<file path="src/core/tws_pkg.sv">
// Constants and types for the two-wire slave core
// Summary of operation
// - Works with masters at 100 and 400 kHz
// - Transmit prepare sets hidden flag; unprepare clears it
// - Receive prepare sets hidden flag; unprepare clears it
// - Slave stretches clock; master waits it out
// - Stays in low-power wait until a start condition
// - Channels read and write RAM without processor
// - Stopped only after memory accesses finished
// - Detect stop and restart conditions
// - Leave disabled only on enable, then wait
// - Raise begun and stopped events; accept stop task
// - Acknowledge matching address; read or write event
// - Stretch clock until matching prepare when unprepared
// - Transmit entry raises event, clears transmit flag
// - Over-read sends over-read character, raises error
package tws_pkg;
	localparam int ADDR_W  = 7;
	localparam int CNT_W   = 14;
	localparam int PTR_W   = 32;
	localparam int BIT_MSB = 7;
	localparam logic [2:0] BIT_LAST = 3'h7;
	typedef enum logic [3:0] {
		TWS_DISABLED = 4'h0,
		TWS_IDLE     = 4'h1,
		TWS_ADDR     = 4'h3,
		TWS_ADDR_ACK = 4'h2,
		TWS_WAIT     = 4'h6,
		TWS_TX       = 4'h7,
		TWS_TX_ACK   = 4'h5,
		TWS_RX       = 4'h4,
		TWS_RX_ACK   = 4'hc,
		TWS_IGNORE   = 4'hd,
		TWS_DRAIN    = 4'hf
	} tws_state_type;
endpackage

</file>
<file path="src/core/tws_mem_if.sv">
// Memory channel signals between the core and its memory port
`timescale 1ns/1ps
`default_nettype none
interface tws_mem_if;
	logic                    rd_req;
	logic [tws_pkg::PTR_W-1:0] rd_addr;
	logic                    rd_done;
	logic [7:0]              rd_data;
	logic                    wr_req;
	logic [tws_pkg::PTR_W-1:0] wr_addr;
	logic [7:0]              wr_data;
	logic                    wr_done;
	modport core (output rd_req, rd_addr, wr_req, wr_addr, wr_data, input rd_done, rd_data, wr_done);
	modport port (input rd_req, rd_addr, wr_req, wr_addr, wr_data, output rd_done, rd_data, wr_done);
endinterface
`default_nettype wire

</file>
<file path="src/core/tws_mem_port.sv">
// Memory port: one outstanding byte access at a time to RAM, shared by both channels
`timescale 1ns/1ps
`default_nettype none
module tws_mem_port (
	// Clock and reset
	input  wire logic                      ref_clk,
	input  wire logic                      srst,
	// Core side
	tws_mem_if.port                        mem,
	// RAM side
	output logic                           ram_req,
	output logic                           ram_we,
	output logic [tws_pkg::PTR_W-1:0]      ram_addr,
	output logic [7:0]                     ram_wdata,
	input  wire logic                      ram_ack,
	input  wire logic [7:0]                ram_rdata
);
	logic busy_wr;

	// Issue one access and hold it until acknowledged
	always_ff @(posedge ref_clk) begin
		if (srst) begin
			ram_req   <= 1'b0;
			ram_we    <= 1'b0;
			ram_addr  <= '0;
			ram_wdata <= 8'h00;
			busy_wr   <= 1'b0;
		end else if (ram_req) begin
			if (ram_ack) ram_req <= 1'b0;
		end else if (mem.wr_req) begin
			ram_req   <= 1'b1;
			ram_we    <= 1'b1;
			busy_wr   <= 1'b1;
			ram_addr  <= mem.wr_addr;
			ram_wdata <= mem.wr_data;
		end else if (mem.rd_req) begin
			ram_req  <= 1'b1;
			ram_we   <= 1'b0;
			busy_wr  <= 1'b0;
			ram_addr <= mem.rd_addr;
		end
	end

	// Completion pulses back to the core
	always_ff @(posedge ref_clk) begin
		if (srst) begin
			mem.rd_done <= 1'b0;
			mem.wr_done <= 1'b0;
			mem.rd_data <= 8'h00;
		end else begin
			mem.rd_done <= ram_req && ram_ack && !busy_wr;
			mem.wr_done <= ram_req && ram_ack && busy_wr;
			if (ram_req && ram_ack && !busy_wr) mem.rd_data <= ram_rdata;
		end
	end
endmodule
`default_nettype wire

</file>
<file path="src/core/tws_core.sv">
// Two-wire slave core with memory reader and writer channels
`timescale 1ns/1ps
`default_nettype none
module tws_core (
	// Clock and reset
	input  wire logic                         ref_clk,
	input  wire logic                         srst,
	// Bus pins; output enable low means drive low
	input  wire logic                         scl_in,
	output logic                              scl_oe_n,
	input  wire logic                         sda_in,
	output logic                              sda_oe_n,
	// Configuration
	input  wire logic                         enable,
	input  wire logic [tws_pkg::ADDR_W-1:0]   listen_addr0,
	input  wire logic [tws_pkg::ADDR_W-1:0]   listen_addr1,
	input  wire logic [1:0]                   listen_en,
	input  wire logic [7:0]                   over_read_character,
	input  wire logic [tws_pkg::PTR_W-1:0]    tx_ptr,
	input  wire logic [tws_pkg::CNT_W-1:0]    tx_maxcnt,
	input  wire logic [tws_pkg::PTR_W-1:0]    rx_ptr,
	input  wire logic [tws_pkg::CNT_W-1:0]    rx_maxcnt,
	// Tasks
	input  wire logic                         transmit_prepare_trigger,
	input  wire logic                         receive_prepare_trigger,
	input  wire logic                         stop_trigger,
	// Events and status
	output logic                              read_event,
	output logic                              write_event,
	output logic                              transmit_begun_event,
	output logic                              receive_begun_event,
	output logic                              stopped_event,
	output logic                              error_event,
	output logic [tws_pkg::CNT_W-1:0]         tx_amount,
	output logic [tws_pkg::CNT_W-1:0]         rx_amount,
	output logic                              sleeping,
	// RAM
	output logic                              ram_req,
	output logic                              ram_we,
	output logic [tws_pkg::PTR_W-1:0]         ram_addr,
	output logic [7:0]                        ram_wdata,
	input  wire logic                         ram_ack,
	input  wire logic [7:0]                   ram_rdata
);
	tws_mem_if                  mem ();
	tws_pkg::tws_state_type     state;
	logic [1:0]                 scl_s;
	logic [1:0]                 sda_s;
	logic                       scl_q;
	logic                       sda_q;
	logic                       tx_prepared;
	logic                       rx_prepared;
	logic [7:0]                 shreg;
	logic [2:0]                 bitn;
	logic                       dir_read;
	logic                       nack_m;
	logic                       overflow;
	logic                       have_byte;
	logic [tws_pkg::PTR_W-1:0]  ptr_l;
	logic [tws_pkg::CNT_W-1:0]  max_l;
	logic [tws_pkg::CNT_W-1:0]  cnt;
	logic                       wr_pend;
	logic                       rd_pend;
	logic                       stop_req;
	logic                       scl_rise;
	logic                       scl_fall;
	logic                       start_c;
	logic                       stop_c;
	logic                       addr_hit;
	logic                       addr_full;

	function automatic logic match(input logic [7:0] b, input logic [6:0] a, input logic en);
		match = en && (b[7:1] == a);
	endfunction

	tws_mem_port u_port (
		.ref_clk   (ref_clk),
		.srst      (srst),
		.mem       (mem.port),
		.ram_req   (ram_req),
		.ram_we    (ram_we),
		.ram_addr  (ram_addr),
		.ram_wdata (ram_wdata),
		.ram_ack   (ram_ack),
		.ram_rdata (ram_rdata)
	);

	// Pin synchronisers and edge history
	always_ff @(posedge ref_clk) begin
		if (srst) begin
			scl_s <= 2'h3;
			sda_s <= 2'h3;
			scl_q <= 1'b1;
			sda_q <= 1'b1;
		end else begin
			scl_s <= {scl_s[0], scl_in};
			sda_s <= {sda_s[0], sda_in};
			scl_q <= scl_s[1];
			sda_q <= sda_s[1];
		end
	end

	assign scl_rise = scl_s[1] && !scl_q;
	assign scl_fall = !scl_s[1] && scl_q;
	assign start_c  = scl_s[1] && scl_q && sda_q && !sda_s[1];
	assign stop_c   = scl_s[1] && scl_q && !sda_q && sda_s[1];
	assign addr_hit = match(shreg, listen_addr0, listen_en[0]) ||
	                  match(shreg, listen_addr1, listen_en[1]);

	// Hidden prepared flags; a trigger wins over the unprepare
	always_ff @(posedge ref_clk) begin
		if (srst) begin
			tx_prepared <= 1'b0;
			rx_prepared <= 1'b0;
		end else begin
			if (transmit_prepare_trigger) tx_prepared <= 1'b1;
			else if ((state == tws_pkg::TWS_WAIT && dir_read) ||
			         (state == tws_pkg::TWS_DRAIN && !wr_pend && !rd_pend))
				tx_prepared <= 1'b0;
			if (receive_prepare_trigger) rx_prepared <= 1'b1;
			else if ((state == tws_pkg::TWS_WAIT && !dir_read) ||
			         (state == tws_pkg::TWS_DRAIN && !wr_pend && !rd_pend))
				rx_prepared <= 1'b0;
		end
	end

	// Stop task held until the drain begins
	always_ff @(posedge ref_clk) begin
		if (srst) stop_req <= 1'b0;
		else if (state == tws_pkg::TWS_DRAIN || state == tws_pkg::TWS_IDLE ||
		         state == tws_pkg::TWS_DISABLED) stop_req <= 1'b0;
		else if (stop_trigger) stop_req <= 1'b1;
	end

	// Main sequencer; bytes move on the master's clock up to 400 kHz
	always_ff @(posedge ref_clk) begin
		if (srst) begin
			state <= tws_pkg::TWS_DISABLED;
			bitn <= 3'h0; shreg <= 8'h00; dir_read <= 1'b0; nack_m <= 1'b0;
			overflow <= 1'b0; have_byte <= 1'b0; ptr_l <= '0; max_l <= '0; cnt <= '0;
			scl_oe_n <= 1'b1; sda_oe_n <= 1'b1; wr_pend <= 1'b0; rd_pend <= 1'b0;
			read_event <= 1'b0; write_event <= 1'b0; transmit_begun_event <= 1'b0;
			receive_begun_event <= 1'b0; stopped_event <= 1'b0; error_event <= 1'b0;
			tx_amount <= '0; rx_amount <= '0; sleeping <= 1'b0;
			mem.rd_req <= 1'b0; mem.wr_req <= 1'b0; mem.rd_addr <= '0;
			mem.wr_addr <= '0; mem.wr_data <= 8'h00;
			addr_full <= 1'b0;
		end else begin
			read_event <= 1'b0; write_event <= 1'b0; transmit_begun_event <= 1'b0;
			receive_begun_event <= 1'b0; stopped_event <= 1'b0; error_event <= 1'b0;
			mem.rd_req <= 1'b0; mem.wr_req <= 1'b0;
			if (mem.rd_done) begin
				rd_pend <= 1'b0; have_byte <= 1'b1;
			end
			if (mem.wr_done) wr_pend <= 1'b0;
			sleeping <= enable && (state == tws_pkg::TWS_IDLE);
			if (!enable) begin
				state <= tws_pkg::TWS_DISABLED; scl_oe_n <= 1'b1; sda_oe_n <= 1'b1;
			end else if ((stop_c || stop_req) && state != tws_pkg::TWS_DISABLED &&
			             state != tws_pkg::TWS_IDLE && state != tws_pkg::TWS_DRAIN) begin
				state <= tws_pkg::TWS_DRAIN; scl_oe_n <= 1'b1; sda_oe_n <= 1'b1;
			end else if (start_c && state != tws_pkg::TWS_DISABLED &&
			             state != tws_pkg::TWS_DRAIN) begin
				state <= tws_pkg::TWS_ADDR; bitn <= 3'h0; sda_oe_n <= 1'b1;
				addr_full <= 1'b0;
			end else begin
				unique case (state)
				tws_pkg::TWS_DISABLED: if (enable) state <= tws_pkg::TWS_IDLE;
				tws_pkg::TWS_IDLE: ;
				tws_pkg::TWS_ADDR: if (scl_rise) begin
					shreg <= {shreg[6:0], sda_s[1]};
					bitn <= bitn + 3'h1;
					addr_full <= (bitn == tws_pkg::BIT_LAST);
				end else if (scl_fall && addr_full) begin
					if (addr_hit) begin
						sda_oe_n <= 1'b0; dir_read <= shreg[0];
						read_event <= shreg[0]; write_event <= !shreg[0];
						state <= tws_pkg::TWS_ADDR_ACK;
					end else state <= tws_pkg::TWS_IGNORE;
				end
				tws_pkg::TWS_ADDR_ACK: if (scl_fall) begin
					sda_oe_n <= 1'b1; scl_oe_n <= 1'b0; state <= tws_pkg::TWS_WAIT;
				end
				tws_pkg::TWS_WAIT: if (dir_read ? tx_prepared : rx_prepared) begin
					ptr_l <= dir_read ? tx_ptr : rx_ptr;
					max_l <= dir_read ? tx_maxcnt : rx_maxcnt;
					cnt <= '0; bitn <= 3'h0; overflow <= 1'b0; have_byte <= 1'b0;
					transmit_begun_event <= dir_read;
					receive_begun_event <= !dir_read;
					if (dir_read) begin
						if (tx_maxcnt != '0) begin
							mem.rd_req <= 1'b1; mem.rd_addr <= tx_ptr; rd_pend <= 1'b1;
						end
					end else scl_oe_n <= 1'b1;
					state <= dir_read ? tws_pkg::TWS_TX : tws_pkg::TWS_RX;
				end
				tws_pkg::TWS_TX: begin
					if (bitn == 3'h0 && !scl_oe_n) begin
						if (cnt >= max_l) begin
							shreg <= over_read_character; sda_oe_n <= over_read_character[tws_pkg::BIT_MSB];
							scl_oe_n <= 1'b1; overflow <= 1'b1;
							if (!overflow) error_event <= 1'b1;
						end else if (have_byte) begin
							shreg <= mem.rd_data; sda_oe_n <= mem.rd_data[tws_pkg::BIT_MSB];
							scl_oe_n <= 1'b1; have_byte <= 1'b0;
							cnt <= cnt + 1'b1; tx_amount <= cnt + 1'b1;
						end
					end else if (scl_fall) begin
						if (bitn == tws_pkg::BIT_LAST) begin
							sda_oe_n <= 1'b1; state <= tws_pkg::TWS_TX_ACK;
						end else begin
							sda_oe_n <= shreg[6]; shreg <= {shreg[6:0], 1'b0};
						end
						bitn <= bitn + 3'h1;
					end
				end
				tws_pkg::TWS_TX_ACK: if (scl_rise) nack_m <= sda_s[1];
					else if (scl_fall) begin
					if (nack_m) state <= tws_pkg::TWS_IGNORE;
					else begin
						scl_oe_n <= 1'b0; state <= tws_pkg::TWS_TX;
						if (cnt < max_l) begin
							mem.rd_req <= 1'b1; mem.rd_addr <= ptr_l + PTR_EXT(cnt); rd_pend <= 1'b1;
						end
					end
				end
				tws_pkg::TWS_RX: if (scl_rise) begin
					shreg <= {shreg[6:0], sda_s[1]}; bitn <= bitn + 3'h1;
				end else if (scl_fall && bitn == 3'h0) begin
					if (cnt < max_l) begin
						sda_oe_n <= 1'b0; cnt <= cnt + 1'b1; rx_amount <= cnt + 1'b1;
						mem.wr_req <= 1'b1; mem.wr_data <= shreg; wr_pend <= 1'b1;
						mem.wr_addr <= ptr_l + PTR_EXT(cnt);
					end else error_event <= 1'b1;
					state <= tws_pkg::TWS_RX_ACK;
				end
				tws_pkg::TWS_RX_ACK: if (scl_fall) begin
					sda_oe_n <= 1'b1; state <= tws_pkg::TWS_RX;
				end
				tws_pkg::TWS_IGNORE: ;
				tws_pkg::TWS_DRAIN: if (!wr_pend && !rd_pend) begin
					stopped_event <= 1'b1; state <= tws_pkg::TWS_IDLE;
				end
				default: state <= tws_pkg::TWS_IDLE;
				endcase
			end
		end
	end

	function automatic logic [tws_pkg::PTR_W-1:0] PTR_EXT(input logic [tws_pkg::CNT_W-1:0] c);
		PTR_EXT = {{(tws_pkg::PTR_W-tws_pkg::CNT_W){1'b0}}, c};
	endfunction
endmodule
`default_nettype wire

</file>
<file path="config.mk">
export PLATFORM = sky130hd
export DESIGN_NAME = tws_core
export DESIGN_NICKNAME = d
export VERILOG_FILES = /design/src/core/tws_pkg.sv /design/src/core/tws_mem_if.sv /design/src/core/tws_mem_port.sv /design/src/core/tws_core.sv
export SDC_FILE = /design/constraint.sdc
export NUM_CORES = 1
export LEC_CHECK = 0
export ABC_AREA = 1
export BUFFER_PORTS_ARGS = -buffer_cell sky130_fd_sc_hd__buf_4
export CORE_ASPECT_RATIO = 0.7
export CORE_MARGIN = 2
export CORE_UTILIZATION = 41
export CTS_CLUSTER_DIAMETER = 30
export DETAILED_ROUTE_END_ITERATION = 6
export MAX_ROUTING_LAYER = met4
export PLACE_DENSITY = 0.6
export SLEW_MARGIN = 20
export SYNTH_ARGS = -nofsm -noshare
export SYNTH_HDL_FRONTEND = slang
export SYNTH_HIERARCHICAL = 1
export SYNTH_SLANG_ARGS = --single-unit
</file>
<file path="constraint.sdc">
create_clock -name ref_clk -period 2.9 [get_ports ref_clk]
set_input_delay 0.58 -clock ref_clk [delete_from_list [all_inputs] [get_ports ref_clk]]
set_output_delay 0.58 -clock ref_clk [all_outputs]
set_load 0.01 [all_outputs]
</file>
[Word-level counts from Yosys, hierarchy flattened]
Index checks and enable logic that the tools add are counted.
Word-level totals
  word-level logic and storage cells: 343
  register bits after elaboration: 254
  output and inout port bits: 79
  bits of input ports: 133
Cells by class
  reductions and logical operators: 85
  muxes and demuxes: 138
  $lt $le $gt $ge: 2
  eq/ne operators: 58
  bitwise gates (word level): 14
  $add $sub $neg: 3
Operators by type and width (number)
  32-bit 2-to-1 mux: 10
  14-bit 2-to-1 mux: 8
  1-bit 2-to-1 mux: 79
  4-bit 2-to-1 mux: 17
  32-bit case mux with 2 select lines: 1
  4-bit inequality test, second input constant: 13
  8-bit 2-to-1 mux: 6
  14-bit case mux with 3 select lines: 1
  4-bit case mux with 9 select lines: 1
  7-bit AND reduction: 5
  2-bit inequality test, second input constant: 17
  32-bit by 14-bit adder with 32-bit output: 1
  1-bit logical AND: 26
  11-bit AND reduction: 2
  10-bit AND reduction: 2
  4-bit by 3-bit == test with 1-bit output, second input constant: 4
  8-bit case mux with 2 select lines: 1
  2-bit nonzero test: 8
  4-bit nonzero test: 4
  3-bit 2-to-1 mux: 5
  3-bit inequality test, second input constant: 5
  14-bit by 1-bit adder with 14-bit output, second input constant: 1
  7-bit == test: 2
  14-bit >= comparator: 1
  other kinds (32): 80

[Logic depth before layout (Yosys ltp)]
  word-level depth: 9
  gate-level depth with buffers: 17
  mapped depth without buffers: 16

[Hierarchy]
Netlist, hierarchy kept.
By module, submodules not included
  tws_core: cells each 1850, area an instance 11601.1 um2, sequential area each 4043.9 um2, instances 1
  tws_mem_port: cells each 411, area an instance 2529.9 um2, sequential area each 1041.0 um2, instances 1

[Least setup slack after synthesis]
No wires, ideal clock.
  path type: reg2reg
  start: register cnt[7] (netlist bit)
  end: register cnt[10] (netlist bit)
  stages on the path, launching flop included: 13
  setup slack: 0.843 ns
  setup time: 0.111 ns
  data arrival time: 1.945 ns
  required time: 2.789 ns
  buffers on the path: 1
  clock period less this slack: 2.057 ns
  path through: dfxtp_1 ha_1 nand2_1 nand2_1 nand2_1 nand2_1 a21oi_1 nand3_1 o21ai_1 buf_2 nand3_1 nand2_1 nor2_2
Between the ends
  word-level cells in the longest chain between the ends: 5
  elaborated cells between the ends (all ways): 13
  those cells by class: add/sub (1); order compare (2); eq/ne (2); mux (7); reduce/logical (1)
Ends and longest elaborated chain
  start: declaration: RTL line tws_core.sv:61  | logic [tws_pkg::CNT_W-1:0] cnt;
  start signal: assignment: RTL line tws_core.sv:206  | cnt <= cnt + 1'b1; tx_amount <= cnt + 1'b1;
  14-bit by 1-bit adder with 14-bit output: RTL line tws_core.sv:206, tws_core.sv:231
  14-bit 2-to-1 mux (on tied branches): RTL line tws_core.sv:230, tws_core.sv:203
  14-bit 2-to-1 mux (on tied branches): RTL line tws_core.sv:229, tws_core.sv:199
  14-bit 2-to-1 mux (on tied branches): RTL line tws_core.sv:227, tws_core.sv:198
  14-bit case mux with 3 select lines: RTL line tws_core.sv:167  | unique case (state)
Parallel ways exist; a longest one is shown, timed or not. The select of a mux whose other input is x is not followed.
A chain may end at the register's enable or synchronous reset.

[Final worst setup path]
  start: register cnt[13] (netlist bit)
  end: register shreg[6]
Between the ends
  word-level cells in the longest chain between the ends: 4
  elaborated cells between the ends (all ways): 6
  those cells by class: order compare (1); eq/ne (1); mux (3); reduce/logical (1)
Ends and longest elaborated chain
  14-bit >= comparator *: RTL line tws_core.sv:199  | if (cnt >= max_l) begin
  8-bit 2-to-1 mux: RTL line tws_core.sv:199
  8-bit 2-to-1 mux: RTL line tws_core.sv:198  | if (bitn == 3'h0 && !scl_oe_n) begin
  8-bit case mux with 2 select lines: RTL line tws_core.sv:167
  end signal: assignment: RTL line tws_core.sv:171  | shreg <= {shreg[6:0], sda_s[1]};
  end signal: assignment: RTL line tws_core.sv:200  | shreg <= over_read_character; sda_oe_n <= over_read_character[tws_pkg::BIT_MSB];
  end signal: assignment: RTL line tws_core.sv:204  | shreg <= mem.rd_data; sda_oe_n <= mem.rd_data[tws_pkg::BIT_MSB];
  end: declaration: RTL line tws_core.sv:53  | logic [7:0] shreg;
Every way passes the cells marked *; elsewhere a longest branch is shown, timed or not.

==> summary.md <==
| Metric | Value |
|---|---|
| Hold Crit Class | `input pin to flop` |
| Worst Hold Depth | `2` |
| Unrepaired setup endpoints after global routing | `no` |
| Setup Buffers After CTS | `0` |
| Layout Nets | `2633` |
| EDFF count, synth | `0` |
| Crit path cell chain | `ha_1 > a21oi_1 > nand2_1 > a21oi_1 > nand3_1 > buf_4 > nor2_1 > nor2_1 > nand2_2 > nand2_1 > nand2_1 > nor2_1` |
| Synth Net Count | `2427` |
| Layout area overhead | `27.01%` |
| Post-DP HPWL | `37880 um` |
| R2r worst-path depth | `12` |
| Clk root buf | `clkbuf_16` |
| Static leakage power | `8.943 nW` |
| Worst slew margin | `0.4217` |
| Clk_skew | `0.03309 ns` |
| Post-route ant nets | `0` |
| Num rows | `56` |
| Area leader, netlist | `dfxtp_1` |
| Register area share after synthesis | `0.3598` |
| Register area | `5086 um^2` |
| DR iter-0 viols | `1314` |
| Cell family with most CP delay | `simple AND/OR/NAND/NOR gates` |
| TNS Setup | `0 ns` |
| CTS max path bufs | `3` |
| Initial Util | `0.4193` |
| Outcome | `finished clean` |
| Vias per cell | `5.055` |
| Overall Global Routing Usage | `0.2824` |
| Via count | `15.02k` |
| Final Total Pwr | `12.87 mW` |
| Yosys top cell area share | `0.3598` |
| Slew @ Worst Pin | `0.8642 ns` |
| Total wire length | `50050 um` |
| Remaining DRCs | `0` |
| Crit path time final | `2.782 ns` |
| Clock Sinks | `254` |
| Routed wire per std cell | `16.85 um` |
| Ys async rst share | `0` |
| Slowest cell on crit path | `dfxtp_1` |
| Initial antenna violation count | `1` |
| Synth unique cells | `48` |
| Critical path type | `flop to flop` |
| Ant diodes | `0` |
| H-tree Lvls | `2` |
| Congestion Overflow GR | `0` |
| Global placer's final weighted congestion | `0.9317` |
| Synth Area per Inst | `6.250 um^2` |
| Full die area | `35990 um^2` |
| Share of cells above drive strength 1 | `0.1683` |
| Yosys Warn Count | `6` |
| Final hold viol count | `0` |
| Mapped Cells | `2261` |
| Layout Utilization | `0.5326` |
| Cts repair resizes | `0` |
| Crit. path cell count | `12` |
| CP arrival | `3.24 ns` |
| Worst path bufs/invs | `1` |
| Max Clock Freq | `359.4 MHz` |
| Hold-fix buffers at CTS | `0` |
| Count of maximum capacitance violations | `0` |
| First-pass GRT wire length | `77270 um` |
| First-pass DRT Iterations | `5` |
| CTS buffer count | `52` |
| Core area | `33700 um^2` |
| Maximum vdd drop | `476.9 uV` |
| Fill count | `3447` |
| CTS tree | `yes` |
| Clock slew at reported path FFs | `0.05 ns` |
| Port bufs | `211` |
| Crit Path Max Fanout | `15` |
| DIE HEIGHT | `159.3 um` |
| Area contributors post-synth | `dfxtp_1, nand2_1, nor2_1` |
| Count of final setup violators | `0` |
| Post-synth top flop | `dfxtp_1` |
| Worst setup EP type | `flop` |
| Count of pins over their slew limit | `0` |
| Skew-Pair Late Insertion Delay | `0.58 ns` |
| # IOs | `212` |
| Largest net degree at the start of global routing | `80` |
| CP Launch Type | `flop` |
| Required @ worst endpoint | `3.35 ns` |
| Mapped Area | `14130 um^2` |
| Final Cycle Share | `0.9594` |
| PD cells | `717.1 nW/um^2` |
| Vias in the first global route | `13.62k` |
| Seq cells post-synth | `254` |
| Area of the multi-input gates | `7518 um^2` |
| Critical path's largest stage delay | `0.54 ns` |
| Die W | `225.9 um` |
[power breakdown]
part | switching (mW) | internal [mW] | leakage [nW]
combinational | 1.91 | 0.889 | 6.02
clock | 2.14 | 4.09 | 0.879
sequential | 0.189 | 3.66 | 2.05
[Yosys cell counts (3+ instances only)]
cell type,number
a211oi_1,3
a21boi_0,5
a21oi_1,149
and2_1,3
buf_1,3
buf_2,31
buf_4,10
buf_6,8
clkbuf_1,44
dfxtp_1,254
ha_1,32
inv_1,255
inv_2,16
nand2_1,700
nand2_2,6
nand3_1,138
nand3_2,8
nand3b_1,4
nand4_1,13
nor2_1,304
nor2_2,24
nor2_4,4
nor3_1,30
nor3_2,3
o21ai_0,141
o21ai_1,21
or2_2,11
xnor2_1,8
xor2_1,10
[flip-flops by register name, indices dropped and copies added (netlist names), 2 cells and up]
signal              cells
sda_s                   2
state                   4
shreg                   8
bitn                    3
tx_amount              14
rx_amount              14
mem.wr_addr            32
scl_s                   2
u_port/ram_wdata        8
max_l                  14
cnt                    14
u_port/mem.rd_data      8
mem.wr_data             8
ptr_l                  32
mem.rd_addr            32
u_port/ram_addr        32
[layout make-up]
class / instances / area share
clock buffers: 61 / 0.07773
well taps: 464 / 0.03235
repair buffers: 248 / 0.1058
multi-input cells: 1637 / 0.4189
inverters: 274 / 0.05751
flip-flops and latches: 254 / 0.2834
clock inverters: 33 / 0.02433
[cells in the final DEF (no fill, tap or decap), types with 8 or more instances in the layout]
cell,netlist,routed
nand2_1,700,700
nor2_1,304,304
inv_1,255,254
dfxtp_1,254,253
buf_4,10,245
a21oi_1,149,149
o21ai_0,141,141
nand3_1,138,138
clkbuf_16,0,52
ha_1,32,32
nor3_1,30,30
nor2_2,24,24
o21ai_1,21,21
inv_2,16,16
nand4_1,13,13
or2_2,11,11
xor2_1,10,10
clkinv_4,0,9
nand3_2,8,8
xnor2_1,8,8
[worst paths after layout]
path                             start               endpoint  slack [ns]
setup / recovery  cnt[13]$_SDFFE_PP0P_  shreg[6]$_SDFFE_PP0P_        0.12
hold / removal                  scl_in    scl_s[0]$_SDFF_PP1_        0.20
setup reg to reg  cnt[13]$_SDFFE_PP0P_  shreg[6]$_SDFFE_PP0P_        0.12
hold reg to reg    scl_s[0]$_SDFF_PP1_    scl_s[1]$_SDFF_PP1_        0.41
[metrics by stage]
stage / hold slack (ns) / instance area, um^2 / instances / setup WS (ns)
6_report: 0.1982 / 17950 / 2971 / 0.1178
5_1_grt: 0.1919 / 17950 / 2971 / 0.02610
4_1_cts: 0.1785 / 17950 / 2971 / 0.2025
3_5_place_dp: 0.4016 / 16120 / 2877 / 0.2415
3_3_place_gp: 0.3925 / 16120 / 2877 / 0.2309
2_1_floorplan: 0.3895 / 14130 / 2261 / 0.8434
[metal layers]
layer	GRT usage	wire length, um	part of all wire	vias up
met5	-	0	0	-
met4	0.05930	862	0.017	0
met3	0.06053	4526	0.090	66
met2	0.3554	18410	0.37	574
met1	0.4451	26250	0.52	6861
li1	-	-	-	7516
[cell families (layout without fill, tap and decap cells)]
kind of cell               Yosys count  in the layout  synth area share
AOI/OAI and AO/OA                  330            330            0.1209
and+or+nand+nor                   1256           1256            0.3703
adders and majority gates           33             33           0.02975
DFF                                254            254            0.3598
buffers and inverters              370            616            0.1081
xor gates and xnor gates            18             18           0.01116
Note: power is estimated with default switching activity, not from simulation.
